==> src/design/dirc_pkg.sv <==
// Purpose: Shared constants for the drive interlock and ramp control.
// Assumes: 20 MHz core clock; ramp times are set in 0.1 s units.
// Notes:   Every count used by more than one file is named here once.
package dirc_pkg;

  // ****************************************************************
  // Clock and control tick
  // ****************************************************************
  localparam int CLK_HZ   = 20_000_000;  // Core clock rate in Hz.
  localparam int TICK_US  = 100;         // Control tick period in us.
  localparam int TICK_CYC = CLK_HZ / 1_000_000 * TICK_US;
  localparam logic [10:0] TICK_LAST = 11'(TICK_CYC - 1);

  // ****************************************************************
  // Ramp settings
  // ****************************************************************
  localparam int TIME_UNIT_MS  = 100;    // One setting step, 0.1 s.
  localparam int TICK_PER_UNIT = TIME_UNIT_MS * 1000 / TICK_US;
  localparam logic [6:0]  RAMP_MIN    = 7'h02;  // 0.2 s.
  localparam logic [6:0]  RAMP_MAX    = 7'h50;  // 8.0 s.
  localparam logic [6:0]  KEYOFF_MAX  = 7'h28;  // 4.0 s.
  localparam logic [7:0]  FULL_SCALE  = 8'hFF;  // Full-scale command.
  localparam logic [7:0]  HIGH_SPEED  = 8'h80;  // High/low speed split.
  localparam logic [7:0]  POT_MID     = 8'h80;  // Pot max/min split.

  // ****************************************************************
  // Lamp, horn and charge tracking
  // ****************************************************************
  localparam int HORN_HALF_MS = 500;     // Half period of 1 Hz.
  localparam int FLASH_ON_MS  = 250;     // One flash on or off time.
  localparam int FLASH_GAP_MS = 1000;    // Pause between flash groups.
  localparam logic [13:0] HORN_HALF =
    14'(HORN_HALF_MS * 1000 / TICK_US);
  localparam logic [13:0] FLASH_ON  =
    14'(FLASH_ON_MS * 1000 / TICK_US);
  localparam logic [13:0] FLASH_GAP =
    14'(FLASH_GAP_MS * 1000 / TICK_US);
  localparam logic [6:0]  CHARGE_FULL_PCT = 7'h64;  // 100 percent.

  // Lamp sequencer states.
  typedef enum logic [1:0] {
    LAMP_STEADY,
    LAMP_ON,
    LAMP_OFF,
    LAMP_GAP
  } dirc_lamp_t;

  // Limits a programmed ramp time to its legal range.
  function automatic logic [6:0] dirc_clamp(input logic [6:0] t,
                                            input logic [6:0] hi);
    if (t < RAMP_MIN) begin
      return RAMP_MIN;
    end
    if (t > hi) begin
      return hi;
    end
    return t;
  endfunction : dirc_clamp

endpackage : dirc_pkg

==> src/design/dirc_ramp_if.sv <==
// Purpose: Carries the ramp request and result between the modules.
// Assumes: All signals are in the core clock domain.
// Notes:   The control side drives target and time, the ramp the command.
`timescale 1ns/10ps
interface dirc_ramp_if;
  logic       tick;       // One-cycle control tick.
  logic [7:0] target;     // Requested speed command.
  logic [6:0] ramp_time;  // Full-scale time in 0.1 s units.
  logic [7:0] cmd;        // Present speed command.

  modport ctrl (output tick, output target, output ramp_time,
                input cmd);
  modport ramp (input tick, input target, input ramp_time,
                output cmd);
endinterface : dirc_ramp_if

==> src/design/dirc_ramp.sv <==
// Purpose: Steps the speed command linearly toward its target.
// Assumes: The ramp time is already clamped to 0.2 s or more.
// Notes:   At most one step per tick, since a tick is far shorter.
`timescale 1ns/10ps
module dirc_ramp
  import dirc_pkg::*;
(
  input  wire logic CLK_I,
  input  wire logic RST_B_I,
  dirc_ramp_if.ramp RAMP
);

  // ****************************************************************
  // Step accumulator
  // ****************************************************************
  logic [16:0] acc_ff;     // Fraction of a step gathered so far.
  logic [7:0]  cmd_ff;     // Speed command register.
  logic [16:0] limit;      // Ticks times full scale for one step.
  logic [16:0] nxt_acc;    // Accumulator plus one tick's share.

  // The full-scale change takes ramp_time; each tick earns 255 parts.
  always_comb begin
    limit   = 17'(RAMP.ramp_time * TICK_PER_UNIT);
    nxt_acc = acc_ff + {9'h000, FULL_SCALE};
  end

  // Moves the command one unit whenever a whole step is earned.
  always_ff @(posedge CLK_I or negedge RST_B_I) begin
    if (!RST_B_I) begin
      acc_ff <= 17'h00000;
      cmd_ff <= 8'h00;
    end else if (RAMP.tick) begin
      if (cmd_ff == RAMP.target) begin
        acc_ff <= 17'h00000;
      end else if (nxt_acc >= limit) begin
        acc_ff <= nxt_acc - limit;
        if (cmd_ff < RAMP.target) begin
          cmd_ff <= cmd_ff + 8'h01;
        end else begin
          cmd_ff <= cmd_ff - 8'h01;
        end
      end else begin
        acc_ff <= nxt_acc;
      end
    end
  end

  assign RAMP.cmd = cmd_ff;

endmodule : dirc_ramp

==> src/design/dirc_top.sv <==
// Purpose: Drive interlock, speed ramp, lamp, horn and charge tracking.
// Assumes: All inputs are synchronous to CORE_CLK_I; settings are static.
// Notes:   Ramp times are in 0.1 s units; the command is 8-bit full scale.
`timescale 1ns/10ps
module dirc_top
  import dirc_pkg::*;
(
  input  wire logic       CORE_CLK_I,         // Core clock, 20 MHz.
  input  wire logic       RST_B_I,            // Async reset, active low.
  input  wire logic       KEY_ON_I,           // Keyswitch on.
  input  wire logic       ESTOP_I,            // Emergency stop pressed.
  input  wire logic       CHARGER_INH_I,      // Charger inhibit active.
  input  wire logic       SPEED_INH_I,        // Speed inhibit active.
  input  wire logic [7:0] INH_MAX_SPEED_I,    // Inhibit speed cap.
  input  wire logic       NEUTRAL_EN_I,       // Neutral input in use.
  input  wire logic       NEUTRAL_I,          // Neutral input level.
  input  wire logic       REVERSE_SW_I,       // Reverse switch.
  input  wire logic       THR_SINGLE_I,       // Single-ended/unipolar.
  input  wire logic       THR_REV_I,          // Two-sided throttle sign.
  input  wire logic [7:0] THROTTLE_I,         // Throttle request.
  input  wire logic [7:0] SPEED_POT_I,        // Speed limit pot.
  input  wire logic       POT_FAULT_I,        // Throttle pot fault.
  input  wire logic       MAJOR_FAULT_I,      // Major fault.
  input  wire logic       AUTOCAL_I,          // Autocalibration running.
  input  wire logic [3:0] FLASH_CODE_I,       // Fault code, 0 for none.
  input  wire logic       HORN_BRAKE_LIGHT_I, // Horn pin as brake light.
  input  wire logic       LIFT_LOCK_EN_I,     // Horn pin as pump relay.
  input  wire logic       EXT_LOCK_EN_I,      // External lockout in use.
  input  wire logic       EXT_LOCK_I,         // External lockout input.
  input  wire logic [6:0] ACC_FWD_MAX_I,      // Fwd accel, pot max.
  input  wire logic [6:0] ACC_FWD_MIN_I,      // Fwd accel, pot min.
  input  wire logic [6:0] DEC_FWD_HI_I,       // Fwd decel, high speed.
  input  wire logic [6:0] DEC_FWD_LO_I,       // Fwd decel, low speed.
  input  wire logic [6:0] ACC_REV_MAX_I,      // Rev accel, pot max.
  input  wire logic [6:0] ACC_REV_MIN_I,      // Rev accel, pot min.
  input  wire logic [6:0] DEC_REV_HI_I,       // Rev decel, high speed.
  input  wire logic [6:0] DEC_REV_LO_I,       // Rev decel, low speed.
  input  wire logic [6:0] KEY_OFF_DEC_I,      // Key-off decel time.
  input  wire logic       CHARGE_FULL_I,      // Pulse: charge complete.
  input  wire logic       DISCHARGE_STEP_I,   // Pulse: one percent used.
  output logic      [7:0] SPEED_CMD_O,        // Ramped speed command.
  output logic            DIR_REV_O,          // Driving in reverse.
  output logic            DRIVE_EN_O,         // Drive output on.
  output logic            HOLDING_BRAKE_O,    // Brake coil energised.
  output logic            STATUS_LAMP_O,      // Status lamp.
  output logic            HORN_O,             // Horn/light/relay pin.
  output logic            LIFT_LOCK_O,        // Lift lockout output.
  output logic            POWER_HOLD_O,       // Keep logic power on.
  output logic      [6:0] CHARGE_STATE_O,     // State of charge, percent.
  output logic            CHARGE_STATE_VALID_O // Tracker is running.
);

  // ****************************************************************
  // Declarations
  // ****************************************************************
  dirc_ramp_if ramp_bus ();       // Link to the ramp stepper.

  logic [10:0] tick_cnt_ff;       // Core cycles within a tick.
  logic        tick_ff;           // One-cycle control tick.
  logic [13:0] horn_cnt_ff;       // Ticks within a horn half period.
  logic        horn_phase_ff;     // Horn on/off phase, 1 Hz.
  dirc_lamp_t  lamp_st_ff;        // Lamp sequencer state.
  logic [13:0] lamp_cnt_ff;       // Ticks left in this lamp phase.
  logic [3:0]  flash_left_ff;     // Flashes left in this group.
  logic        dir_rev_ff;        // Latched driving direction.
  logic        drive_en_ff;       // Drive output register.
  logic        brake_rel_ff;      // Brake release request.
  logic        horn_ff;           // Horn pin register.
  logic        lift_lock_ff;      // Lift lockout register.
  logic        power_ff;          // Power hold register.
  logic        shutdown_ff;       // Charge reset done, power removed.
  logic        armed_ff;          // Full charge cycle observed.
  logic [6:0]  pct_ff;            // State of charge in percent.
  logic        want_rev;          // Requested direction is reverse.
  logic        stop_req;          // Key off or fault stop request.
  logic        hard_off;          // Stop, charger or neutral cut.
  logic        blocked;           // Inhibit with zero cap.
  logic [7:0]  nxt_target;        // Target for the ramp.
  logic [6:0]  nxt_time;          // Ramp time for this step.
  logic        powered;           // Controller logic is powered.
  logic        full_event;        // Charge completion with charger.

  // ****************************************************************
  // Control tick divider
  // ****************************************************************
  // Makes a one-cycle tick every 100 us for all slower timing.
  always_ff @(posedge CORE_CLK_I or negedge RST_B_I) begin
    if (!RST_B_I) begin
      tick_cnt_ff <= 11'h000;
      tick_ff     <= 1'b0;
    end else if (tick_cnt_ff == TICK_LAST) begin
      tick_cnt_ff <= 11'h000;
      tick_ff     <= 1'b1;
    end else begin
      tick_cnt_ff <= tick_cnt_ff + 11'h001;
      tick_ff     <= 1'b0;
    end
  end

  // ****************************************************************
  // Direction and interlocks
  // ****************************************************************
  // Works out direction, stop requests and the hard cut conditions.
  always_comb begin
    // Two-sided throttles give direction from their own sign.
    want_rev = THR_SINGLE_I ? REVERSE_SW_I : THR_REV_I;
    stop_req = !KEY_ON_I || MAJOR_FAULT_I || POT_FAULT_I;
    // Stop and charger beat every other request.
    hard_off = ESTOP_I || CHARGER_INH_I ||
               (NEUTRAL_EN_I && !NEUTRAL_I);
    blocked  = SPEED_INH_I && (INH_MAX_SPEED_I == 8'h00);
  end

  // Direction may change only once the command is back at zero.
  always_ff @(posedge CORE_CLK_I or negedge RST_B_I) begin
    if (!RST_B_I) begin
      dir_rev_ff <= 1'b0;
    end else if (ramp_bus.cmd == 8'h00) begin
      dir_rev_ff <= want_rev;
    end
  end

  // ****************************************************************
  // Speed target and ramp time selection
  // ****************************************************************
  // Picks the target, then the ramp time for the way it moves.
  always_comb begin
    nxt_target = THROTTLE_I;
    if (SPEED_INH_I && (THROTTLE_I > INH_MAX_SPEED_I)) begin
      nxt_target = INH_MAX_SPEED_I;
    end
    // Reversal first brings the command down to zero.
    if (hard_off || blocked || stop_req ||
        (want_rev != dir_rev_ff)) begin
      nxt_target = 8'h00;
    end
    if (stop_req) begin
      // Key off and faults stop at the key-off rate.
      nxt_time = dirc_clamp(KEY_OFF_DEC_I, KEYOFF_MAX);
    end else if (nxt_target > ramp_bus.cmd) begin
      if (dir_rev_ff) begin
        nxt_time = (SPEED_POT_I >= POT_MID) ?
                   dirc_clamp(ACC_REV_MAX_I, RAMP_MAX) :
                   dirc_clamp(ACC_REV_MIN_I, RAMP_MAX);
      end else begin
        nxt_time = (SPEED_POT_I >= POT_MID) ?
                   dirc_clamp(ACC_FWD_MAX_I, RAMP_MAX) :
                   dirc_clamp(ACC_FWD_MIN_I, RAMP_MAX);
      end
    end else if (dir_rev_ff) begin
      nxt_time = (ramp_bus.cmd >= HIGH_SPEED) ?
                 dirc_clamp(DEC_REV_HI_I, RAMP_MAX) :
                 dirc_clamp(DEC_REV_LO_I, RAMP_MAX);
    end else begin
      nxt_time = (ramp_bus.cmd >= HIGH_SPEED) ?
                 dirc_clamp(DEC_FWD_HI_I, RAMP_MAX) :
                 dirc_clamp(DEC_FWD_LO_I, RAMP_MAX);
    end
  end

  assign ramp_bus.tick      = tick_ff;
  assign ramp_bus.target    = nxt_target;
  assign ramp_bus.ramp_time = nxt_time;

  // Steps the speed command toward the target.
  dirc_ramp u_ramp (
    .CLK_I   (CORE_CLK_I),
    .RST_B_I (RST_B_I),
    .RAMP    (ramp_bus.ramp)
  );

  // ****************************************************************
  // Drive and brake outputs
  // ****************************************************************
  // Drive stays on while there is motion to make and nothing cuts it.
  always_ff @(posedge CORE_CLK_I or negedge RST_B_I) begin
    if (!RST_B_I) begin
      drive_en_ff  <= 1'b0;
      brake_rel_ff <= 1'b0;
    end else begin
      drive_en_ff  <= !hard_off && !blocked &&
                      (ramp_bus.cmd != 8'h00 || nxt_target != 8'h00);
      brake_rel_ff <= !ESTOP_I && !CHARGER_INH_I &&
                      (ramp_bus.cmd != 8'h00 || nxt_target != 8'h00);
    end
  end

  // The stop input also gates the coil directly so it drops at once.
  assign HOLDING_BRAKE_O = brake_rel_ff && !ESTOP_I;
  assign DRIVE_EN_O      = drive_en_ff;
  assign SPEED_CMD_O     = ramp_bus.cmd;
  assign DIR_REV_O       = dir_rev_ff;

  // ****************************************************************
  // Charge tracking and power hold
  // ****************************************************************
  assign full_event = CHARGE_FULL_I && CHARGER_INH_I;

  // Tracks state of charge once a full charge has been seen.
  always_ff @(posedge CORE_CLK_I or negedge RST_B_I) begin
    if (!RST_B_I) begin
      armed_ff <= 1'b0;
      pct_ff   <= 7'h00;
    end else if (full_event) begin
      armed_ff <= 1'b1;
      pct_ff   <= CHARGE_FULL_PCT;
    end else if (armed_ff && DISCHARGE_STEP_I &&
                 !CHARGER_INH_I && pct_ff != 7'h00) begin
      pct_ff <= pct_ff - 7'h01;
    end
  end

  // Charger wakes the unit; after the reset to full, power goes off.
  always_ff @(posedge CORE_CLK_I or negedge RST_B_I) begin
    if (!RST_B_I) begin
      shutdown_ff <= 1'b0;
      power_ff    <= 1'b0;
    end else begin
      if (full_event && !KEY_ON_I) begin
        shutdown_ff <= 1'b1;
      end else if (KEY_ON_I || !CHARGER_INH_I) begin
        shutdown_ff <= 1'b0;
      end
      power_ff <= KEY_ON_I ||
                  (CHARGER_INH_I && !shutdown_ff &&
                   !(full_event && !KEY_ON_I));
    end
  end

  assign powered              = power_ff;
  assign POWER_HOLD_O         = power_ff;
  assign CHARGE_STATE_VALID_O = armed_ff;
  assign CHARGE_STATE_O       = armed_ff ? pct_ff : 7'h00;

  // ****************************************************************
  // Status lamp
  // ****************************************************************
  // Steady while powered; a fault code gives groups of N flashes.
  always_ff @(posedge CORE_CLK_I or negedge RST_B_I) begin
    if (!RST_B_I) begin
      lamp_st_ff    <= LAMP_STEADY;
      lamp_cnt_ff   <= 14'h0000;
      flash_left_ff <= 4'h0;
    end else if (!powered || FLASH_CODE_I == 4'h0) begin
      lamp_st_ff    <= LAMP_STEADY;
      lamp_cnt_ff   <= 14'h0000;
      flash_left_ff <= 4'h0;
    end else if (tick_ff) begin
      case (lamp_st_ff)
        LAMP_STEADY: begin
          // Starts a group with a pause to mark its start.
          lamp_st_ff    <= LAMP_GAP;
          lamp_cnt_ff   <= FLASH_GAP;
          flash_left_ff <= FLASH_CODE_I;
        end
        LAMP_GAP: begin
          if (lamp_cnt_ff == 14'h0000) begin
            lamp_st_ff    <= LAMP_ON;
            lamp_cnt_ff   <= FLASH_ON;
            flash_left_ff <= FLASH_CODE_I;
          end else begin
            lamp_cnt_ff <= lamp_cnt_ff - 14'h0001;
          end
        end
        LAMP_ON: begin
          if (lamp_cnt_ff == 14'h0000) begin
            lamp_st_ff    <= LAMP_OFF;
            lamp_cnt_ff   <= FLASH_ON;
            flash_left_ff <= flash_left_ff - 4'h1;
          end else begin
            lamp_cnt_ff <= lamp_cnt_ff - 14'h0001;
          end
        end
        LAMP_OFF: begin
          if (lamp_cnt_ff != 14'h0000) begin
            lamp_cnt_ff <= lamp_cnt_ff - 14'h0001;
          end else if (flash_left_ff == 4'h0) begin
            lamp_st_ff  <= LAMP_GAP;
            lamp_cnt_ff <= FLASH_GAP;
          end else begin
            lamp_st_ff  <= LAMP_ON;
            lamp_cnt_ff <= FLASH_ON;
          end
        end
        default: begin
          lamp_st_ff <= LAMP_STEADY;
        end
      endcase
    end
  end

  // Lamp is dark only when unpowered or in an off or gap phase of a code.
  assign STATUS_LAMP_O = powered &&
                         (lamp_st_ff == LAMP_STEADY ||
                          lamp_st_ff == LAMP_ON);

  // ****************************************************************
  // Horn pin and lift lockout
  // ****************************************************************
  // Toggles the horn phase every half second for a 1 Hz pulse.
  always_ff @(posedge CORE_CLK_I or negedge RST_B_I) begin
    if (!RST_B_I) begin
      horn_cnt_ff   <= 14'h0000;
      horn_phase_ff <= 1'b0;
    end else if (tick_ff) begin
      if (horn_cnt_ff == HORN_HALF - 14'h0001) begin
        horn_cnt_ff   <= 14'h0000;
        horn_phase_ff <= !horn_phase_ff;
      end else begin
        horn_cnt_ff <= horn_cnt_ff + 14'h0001;
      end
    end
  end

  // Chooses relay, brake light or horn for the shared pin.
  always_ff @(posedge CORE_CLK_I or negedge RST_B_I) begin
    if (!RST_B_I) begin
      horn_ff      <= 1'b0;
      lift_lock_ff <= 1'b0;
    end else begin
      lift_lock_ff <= EXT_LOCK_EN_I && !EXT_LOCK_I;
      if (LIFT_LOCK_EN_I) begin
        // Pump relay runs unless lockout is active; horn is silent.
        horn_ff <= powered &&
                   !(EXT_LOCK_EN_I && !EXT_LOCK_I);
      end else if (HORN_BRAKE_LIGHT_I) begin
        // Light while the brake holds or the command falls.
        horn_ff <= powered &&
                   (!brake_rel_ff || nxt_target < ramp_bus.cmd);
      end else begin
        horn_ff <= powered && horn_phase_ff &&
                   (dir_rev_ff || want_rev || AUTOCAL_I);
      end
    end
  end

  assign HORN_O      = horn_ff;
  assign LIFT_LOCK_O = lift_lock_ff;

endmodule : dirc_top

==> config.mk <==
export PLATFORM = sky130hd
export DESIGN_NAME = dirc_top
export DESIGN_NICKNAME = d
export VERILOG_FILES = /design/src/design/dirc_pkg.sv /design/src/design/dirc_ramp_if.sv /design/src/design/dirc_ramp.sv /design/src/design/dirc_top.sv
export SDC_FILE = /design/constraint.sdc
export NUM_CORES = 1
export LEC_CHECK = 0
export BUFFER_PORTS_ARGS = -buffer_cell sky130_fd_sc_hd__clkbuf_2
export CORE_ASPECT_RATIO = 0.75
export CORE_MARGIN = 2
export CORE_UTILIZATION = 25
export DETAILED_ROUTE_END_ITERATION = 12
export HOLD_SLACK_MARGIN = 0.03
export PLACE_DENSITY = 0.53
export RECOVER_POWER = 50
export SYNTH_ARGS = -nofsm -noshare
export SYNTH_HDL_FRONTEND = slang
export SYNTH_SLANG_ARGS = --single-unit
==> constraint.sdc <==
create_clock -name CORE_CLK_I -period 16.8 [get_ports CORE_CLK_I]
set_clock_uncertainty 0.15 [all_clocks]
set_input_delay 3.36 -clock CORE_CLK_I [delete_from_list [all_inputs] [get_ports CORE_CLK_I]]
set_output_delay 3.36 -clock CORE_CLK_I [all_outputs]
set_load 0.05 [all_outputs]
# Word level (Yosys, flattened, before mapping)
# Cells that the tools add are included.
# word_totals
elab_cells	287
out_inout_bits	23
ff_bits	87
# op_classes
reduce_logical	68
n_eq_ne	10
magnitude_cmp	25
n_addsub	9
n_mul	1
bitwise_logic	1
mux	155
# op_table
op	n
7-bit 2-to-1 mux	47
14-bit 2-to-1 mux	6
1-bit 2-to-1 mux	83
7-bit by 2-bit less-than comparator with 1-bit output (second input constant)	9
7-bit greater-than comparator (second input constant)	8
14-bit case mux with 3 select lines	1
17-bit 2-to-1 mux	2
8-bit 2-to-1 mux	3
1-bit logical AND	21
17-bit by 8-bit adder with 17-bit output (second input constant)	1
17-bit >= comparator	1
17-bit subtractor	1
8-bit >= comparator (second input constant)	2
8-bit greater-than comparator	2
8-bit zero test	2
8-bit less-than comparator	2
4-bit 2-to-1 mux	4
8-bit nonzero test	2
1-bit logical OR	15
14-bit by 1-bit adder with 14-bit output (second input constant)	1
14-bit by 13-bit == test with 1-bit output (second input constant)	1
14-bit zero test	1
7-bit by 7-bit multiplier with 14-bit output (second input constant)	1
14-bit nonzero test	1
other kinds (28)	52

# Longest topological paths before layout
# logic_depth
ltp_word	24
depth_mapped	36
depth_no_buf	35

# Cells and area by module
# Synthesis repeated with hierarchy kept, for this count alone.
# hier_totals
hier_cells	1000
area_unflattened_um2	8495.6
# by_module_without_submodules
mod	instances	seq_area_each_um2	area_each_um2	cells_per_inst
dirc_top	1	1551.5	4829.6	598
dirc_ramp	1	625.6	3666.0	402

# Worst setup path before layout
# Ideal clock, no wire load.
# synth_path
path_kind	input to register
startpoint	in THR_SINGLE_I
endpoint	reg u_ramp.acc_ff[4]
setup_slack_ns	4.771
setup_time_ns	0.126
n_path_buf	2
cell_stages	32
arrival_ns	11.753
path_cell_list	mux2i_1 ha_1 nor4_1 buf_2 nand2_1 mux2_2 ha_1 nor2b_1 o211ai_1 a21o_1 nand2_1 mux4_2 a22oi_1 ha_1 fa_1 inv_1 fa_1 fa_1 inv_1 ha_1 a21oi_1 o21ai_0 o41ai_2 xor2_1 ha_1 buf_4 a21o_1 a211o_1 a41oi_2 a21o_4 mux2_4 a221o_1
# synth_via
elab_chain_cells	11
# synth_lines
element	line	source
start, declared	dirc_top.sv:18	input wire logic THR_SINGLE_I,
1-bit 2-to-1 mux *	dirc_top.sv:106	want_rev = THR_SINGLE_I ? REVERSE_SW_I : THR_REV_I;
1-bit != test *	dirc_top.sv:134	(want_rev != dir_rev_ff)) begin
1-bit logical OR *	dirc_top.sv:133	if (hard_off || blocked || stop_req ||
8-bit 2-to-1 mux *	dirc_top.sv:133	
8-bit greater-than comparator	dirc_top.sv:140	end else if (nxt_target > ramp_bus.cmd) begin
7-bit 2-to-1 mux	dirc_top.sv:140	
7-bit 2-to-1 mux	dirc_top.sv:137	if (stop_req) begin
7-bit by 7-bit multiplier with 14-bit output	dirc_ramp.sv:23	limit = 17'(RAMP.ramp_time * TICK_PER_UNIT);
17-bit subtractor / 17-bit >= comparator (equally long branches)	dirc_ramp.sv:36, dirc_ramp.sv:35	
17-bit 2-to-1 mux	dirc_ramp.sv:35	end else if (nxt_acc >= limit) begin
17-bit 2-to-1 mux *	dirc_ramp.sv:33	if (cmd_ff == RAMP.target) begin
end signal, assigned	dirc_ramp.sv:36	acc_ff <= nxt_acc - limit;
end signal, assigned	dirc_ramp.sv:43	acc_ff <= nxt_acc;
end, declared	dirc_ramp.sv:16	logic [16:0] acc_ff;
# Every way passes the cells marked *; elsewhere a longest branch is shown, timed or not.
# A chain may end at the register's enable or synchronous reset.

# Worst setup path after layout
# layout_path
startpoint	in CHARGER_INH_I
endpoint	reg u_ramp.acc_ff[8]
# layout_via
elab_chain_cells	13
# layout_lines
element	line	source
start, declared	dirc_top.sv:12	input wire logic CHARGER_INH_I,
1-bit logical OR * (2 in series)	dirc_top.sv:109	hard_off = ESTOP_I || CHARGER_INH_I ||
1-bit logical OR * (3 in series)	dirc_top.sv:133	
8-bit 2-to-1 mux *	dirc_top.sv:133	
8-bit greater-than comparator	dirc_top.sv:140	
7-bit 2-to-1 mux	dirc_top.sv:140	
7-bit 2-to-1 mux	dirc_top.sv:137	
7-bit by 7-bit multiplier with 14-bit output	dirc_ramp.sv:23	
17-bit subtractor / 17-bit >= comparator (equally long branches)	dirc_ramp.sv:36, dirc_ramp.sv:35	
17-bit 2-to-1 mux	dirc_ramp.sv:35	
17-bit 2-to-1 mux *	dirc_ramp.sv:33	
# Marks and branches as above.

==> results.py <==
metrics = {
    "detailed_routing": {
        "totalWireLength_um": 21900,
        "detail_route.iter0.violations": 554,
        "route.vias.total": 7498,
        "route.antenna.remaining_nets": 0,
        "routed_wire_length_per_instance_um": 14.5,
        "drt-vias-per-instance": 4.95,
        "route.detailed.drc": 0,
        "drt_pre_antenna_iters": 5,
    },
    "timing": {
        "setup_ws_ps": 3280,
        "fin_crit_sh": 0.805,
        "max_freq_mhz": 73.9,
        "layout_min_cycle_time_ps": 13520,
        "slew_violations": 128,
        "worst_pin_slew_ps": 2690,
        "finalHoldWorstSlack_ps": 317,
        "grt_setup_unrepaired": "false",
        "setup_viol": 0,
        "finalHoldViolations": 0,
        "timing.max_slew.rel_slack": -0.795,
        "setup_tns_ps": 0,
    },
    "cts": {
        "postCtsHoldBufs": 0,
        "clk_tree_root_cell": "sky130_fd_sc_hd__clkbuf_16",
        "post_cts_buffers": 0,
        "cts.reportedPaths.clkPinSlew_ps": 70,
        "cts_sinks": 87,
        "clock_latency_ps": 350,
        "cts_htree_levels": 3,
        "postCtsResizedCells": 0,
        "cts_tree": "built",
        "cts.path.max_buffers": 2,
        "cts-buffers-inserted": 9,
    },
    "synthesis": {
        "post-synth-top-area-cell": "sky130_fd_sc_hd__dfrtp_1",
        "post_synth.cell_area_avg_um2": 8.72,
        "synth-seq-cells": 87,
        "synth_edf_count": 0,
        "yosys_most_used_dff": "sky130_fd_sc_hd__dfrtp_1",
        "yosysTopAreaCellShare": 0.261,
        "mapped_nets": 1167,
        "synthesis.area_mm2": 0.00833,
        "netlist_instances": 956,
        "netlist-cell-type-count": 81,
        "synth-async-reset-ratio": 1.00,
        "synth_sequential_area_ratio": 0.261,
        "ys_top_cells_by_area": "sky130_fd_sc_hd__dfrtp_1 (26%), sky130_fd_sc_hd__ha_1 (12%), sky130_fd_sc_hd__fa_1 (4.8%)",
        "synth-warning-count": 0,
    },
    "place": {
        "dp_slack_ps": 2890,
        "gp_congestion": 0.835,
        "place_hpwl_um": 17400,
        "placed_cell_area_mm2": 0.00944,
        "io_buffers": 126,
    },
    "power_and_ir_drop": {
        "internal_power_uw": 569,
        "p_seq_frac": 0.221,
        "design_power_total_uw": 988,
        "power_density_mw_per_mm2": 102,
        "p_switching_uw": 420,
        "share_of_total_power_in_the_clock_network": 0.218,
        "power_leakage_nw": 4.36,
        "peakVddDrop_uv": 84.4,
        "switching_share": 0.425,
        "share_comb_of_total_power": 0.561,
    },
    "floorplan": {
        "die_y_um": 162,
        "coreArea_mm2": 0.0326,
        "dieArea_mm2": 0.0348,
        "num_rows": 57,
        "ios": 134,
        "initial_cell_density_of_the_core": 0.256,
        "die_w_um": 215,
    },
    "worst_setup_path": {
        "cp.required_ps": 16890,
        "crit_path_start": "CHARGER_INH_I",
        "criticalPathCategory": "primary input to register",
        "worstPathArrival_ps": 13610,
        "cp_slowest_stage_delay_ps": 880,
        "worstPathMaxFanout": 13,
        "setup.worst_path.start_class": "primary input",
        "setup.reg_to_reg.worst_slack_ps": 5630,
        "r2r-start": "DIR_REV_O",
        "crit_slowest_cell": "sky130_fd_sc_hd__nor4_1",
        "path_common_cell": "sky130_fd_sc_hd__ha_1",
        "critical_path.endpoint_type": "register",
    },
    "run_status": {
        "violated_checks": "max-capacitance violations, max-slew violations",
        "status": "complete, but fails checks",
    },
    "finish": {
        "syn_to_final_growth_pct": 16.5,
        "layout-drive-gt1-share": 0.173,
        "area_of_all_placed_cells_without_fillers_mm2": 0.00971,
        "mostFrequentLayoutCell": "sky130_fd_sc_hd__clkbuf_2",
        "n_antenna_cell": 0,
        "layout_common_cells": "sky130_fd_sc_hd__clkbuf_2 (122), sky130_fd_sc_hd__dfrtp_1 (87), sky130_fd_sc_hd__nor2_1 (82)",
        "finish.net_count": 1280,
    },
    "grt": {
        "grt_overflow_total": 0,
        "grt_antenna_before_repair": 0,
        "number_of_global_route_vias_before_repair": 7249,
        "maximum_number_of_pins_on_one_net_before_global_route_repair": 51,
        "grt_util_all_layers": 0.129,
        "grt_pass1_wl_um": 37100,
    },
    "worst_hold_path": {
        "hold_path_startpoint": "horn_cnt_ff[13]",
        "worstHoldPathType": "register to register",
    },
    "run": {
        "timing.max_cap.violations": 3,
    },
}
routing by layer:
| metal | GRT usage | part of all wire | vias up |
|---|---|---|---|
| li1 | - | - | 3754 |
| met1 | 0.194 | 0.53 | 3562 |
| met2 | 0.192 | 0.41 | 174 |
| met3 | 0.0249 | 0.050 | 8 |
| met4 | 0.0189 | 0.0050 | 0 |
| met5 | 0 | 0 | - |
worst max-delay path, delay by kind of cell:
kind                       cells  cell delay [ps]
xor gates and xnor gates       1              130
AOI/OAI and AO/OA             12             3760
adders and majority gates      7             2910
muxes                          2              900
buffers and inverters          4              580
and+or+nand+nor                6             1940
sequential cells by signal, summed over array words and instances, names as in the netlist:
register	count
flash_left_ff	4
DIR_REV_O	1
u_ramp.RAMP.cmd	8
DRIVE_EN_O	1
lamp_st_ff	2
u_ramp.acc_ff	17
horn_cnt_ff	14
shutdown_ff	1
POWER_HOLD_O	1
ramp_bus.tick	1
pct_ff	7
horn_phase_ff	1
tick_cnt_ff	11
HORN_O	1
brake_rel_ff	1
LIFT_LOCK_O	1
lamp_cnt_ff	14
CHARGE_STATE_VALID_O	1
per-stage QoR:
| stage | cells | util |
|---|---|---|
| detailed placement | 1500 | 0.290 |
| global route | 1515 | 0.298 |
| floorplan | 956 | - |
| global placement | 1500 | 0.290 |
| CTS | 1515 | 0.299 |
| finish | 1515 | 0.298 |
cells in the mapped netlist, types with 6 or more instances:
master and instances:
sky130_fd_sc_hd__a211oi_1 9, sky130_fd_sc_hd__a21o_1 16, sky130_fd_sc_hd__a21oi_1 60, sky130_fd_sc_hd__a221o_1 7, sky130_fd_sc_hd__a31oi_1 7, sky130_fd_sc_hd__a32oi_1 7, sky130_fd_sc_hd__and2_1 12, sky130_fd_sc_hd__and3_1 13
sky130_fd_sc_hd__buf_2 8, sky130_fd_sc_hd__clkbuf_1 17, sky130_fd_sc_hd__dfrtp_1 87, sky130_fd_sc_hd__fa_1 20, sky130_fd_sc_hd__ha_1 80, sky130_fd_sc_hd__inv_1 56, sky130_fd_sc_hd__mux2_2 13, sky130_fd_sc_hd__mux2i_1 8
sky130_fd_sc_hd__mux4_2 7, sky130_fd_sc_hd__nand2_1 78, sky130_fd_sc_hd__nand2b_1 13, sky130_fd_sc_hd__nand3_1 25, sky130_fd_sc_hd__nand3b_1 6, sky130_fd_sc_hd__nand4_1 19, sky130_fd_sc_hd__nor2_1 82, sky130_fd_sc_hd__nor2b_1 13
sky130_fd_sc_hd__nor3_1 33, sky130_fd_sc_hd__nor4_1 19, sky130_fd_sc_hd__o21a_1 8, sky130_fd_sc_hd__o21ai_0 49, sky130_fd_sc_hd__o31ai_1 8, sky130_fd_sc_hd__xnor2_1 34, sky130_fd_sc_hd__xor2_1 31
area by class of cell:
| cell class | count | area (µm²) |
|---|---|---|
| timing repair buffer | 132 | 659 |
| clock inverter | 5 | 81.3 |
| multi-input combinational | 782 | 5800 |
| fill | 3446 | 22900 |
| sequential | 87 | 2180 |
| clock buffer | 10 | 229 |
| inverter | 57 | 214 |
| tap | 442 | 553 |
logic make-up after synthesis:
family | after synthesis | share of synthesized area
xor gates and xnor gates | 65 | 0.0683
DFF | 87 | 0.261
muxes | 29 | 0.0479
adders and majority gates | 100 | 0.168
buffers and inverters | 87 | 0.0417
and+or+nand+nor | 342 | 0.208
AOI/OAI and AO/OA | 246 | 0.204
power by group through the flow:
| stage | sequential, mW | combinational [mW] | clock [mW] |
|---|---|---|---|
| floorplan | 0.223 | 0.435 | 0 |
| global placement | 0.222 | 0.547 | 0 |
| detailed placement | 0.222 | 0.550 | 0 |
| CTS | 0.218 | 0.554 | 0.223 |
| global route | 0.219 | 0.623 | 0.230 |
| finish | 0.218 | 0.554 | 0.216 |
final timing paths:
| check | endpoint | cells past startpoint |
|---|---|---|
| max | u_ramp.acc_ff[8] | 32 |
| min | horn_cnt_ff[13] | 1 |
| max reg2reg | u_ramp.acc_ff[8] | 31 |
| min reg2reg | horn_cnt_ff[13] | 1 |
| max in group asynchronous | pct_ff[6] | 2 |
| min in group asynchronous | tick_cnt_ff[8] | 1 |
Power figures use the tool's default switching activity.
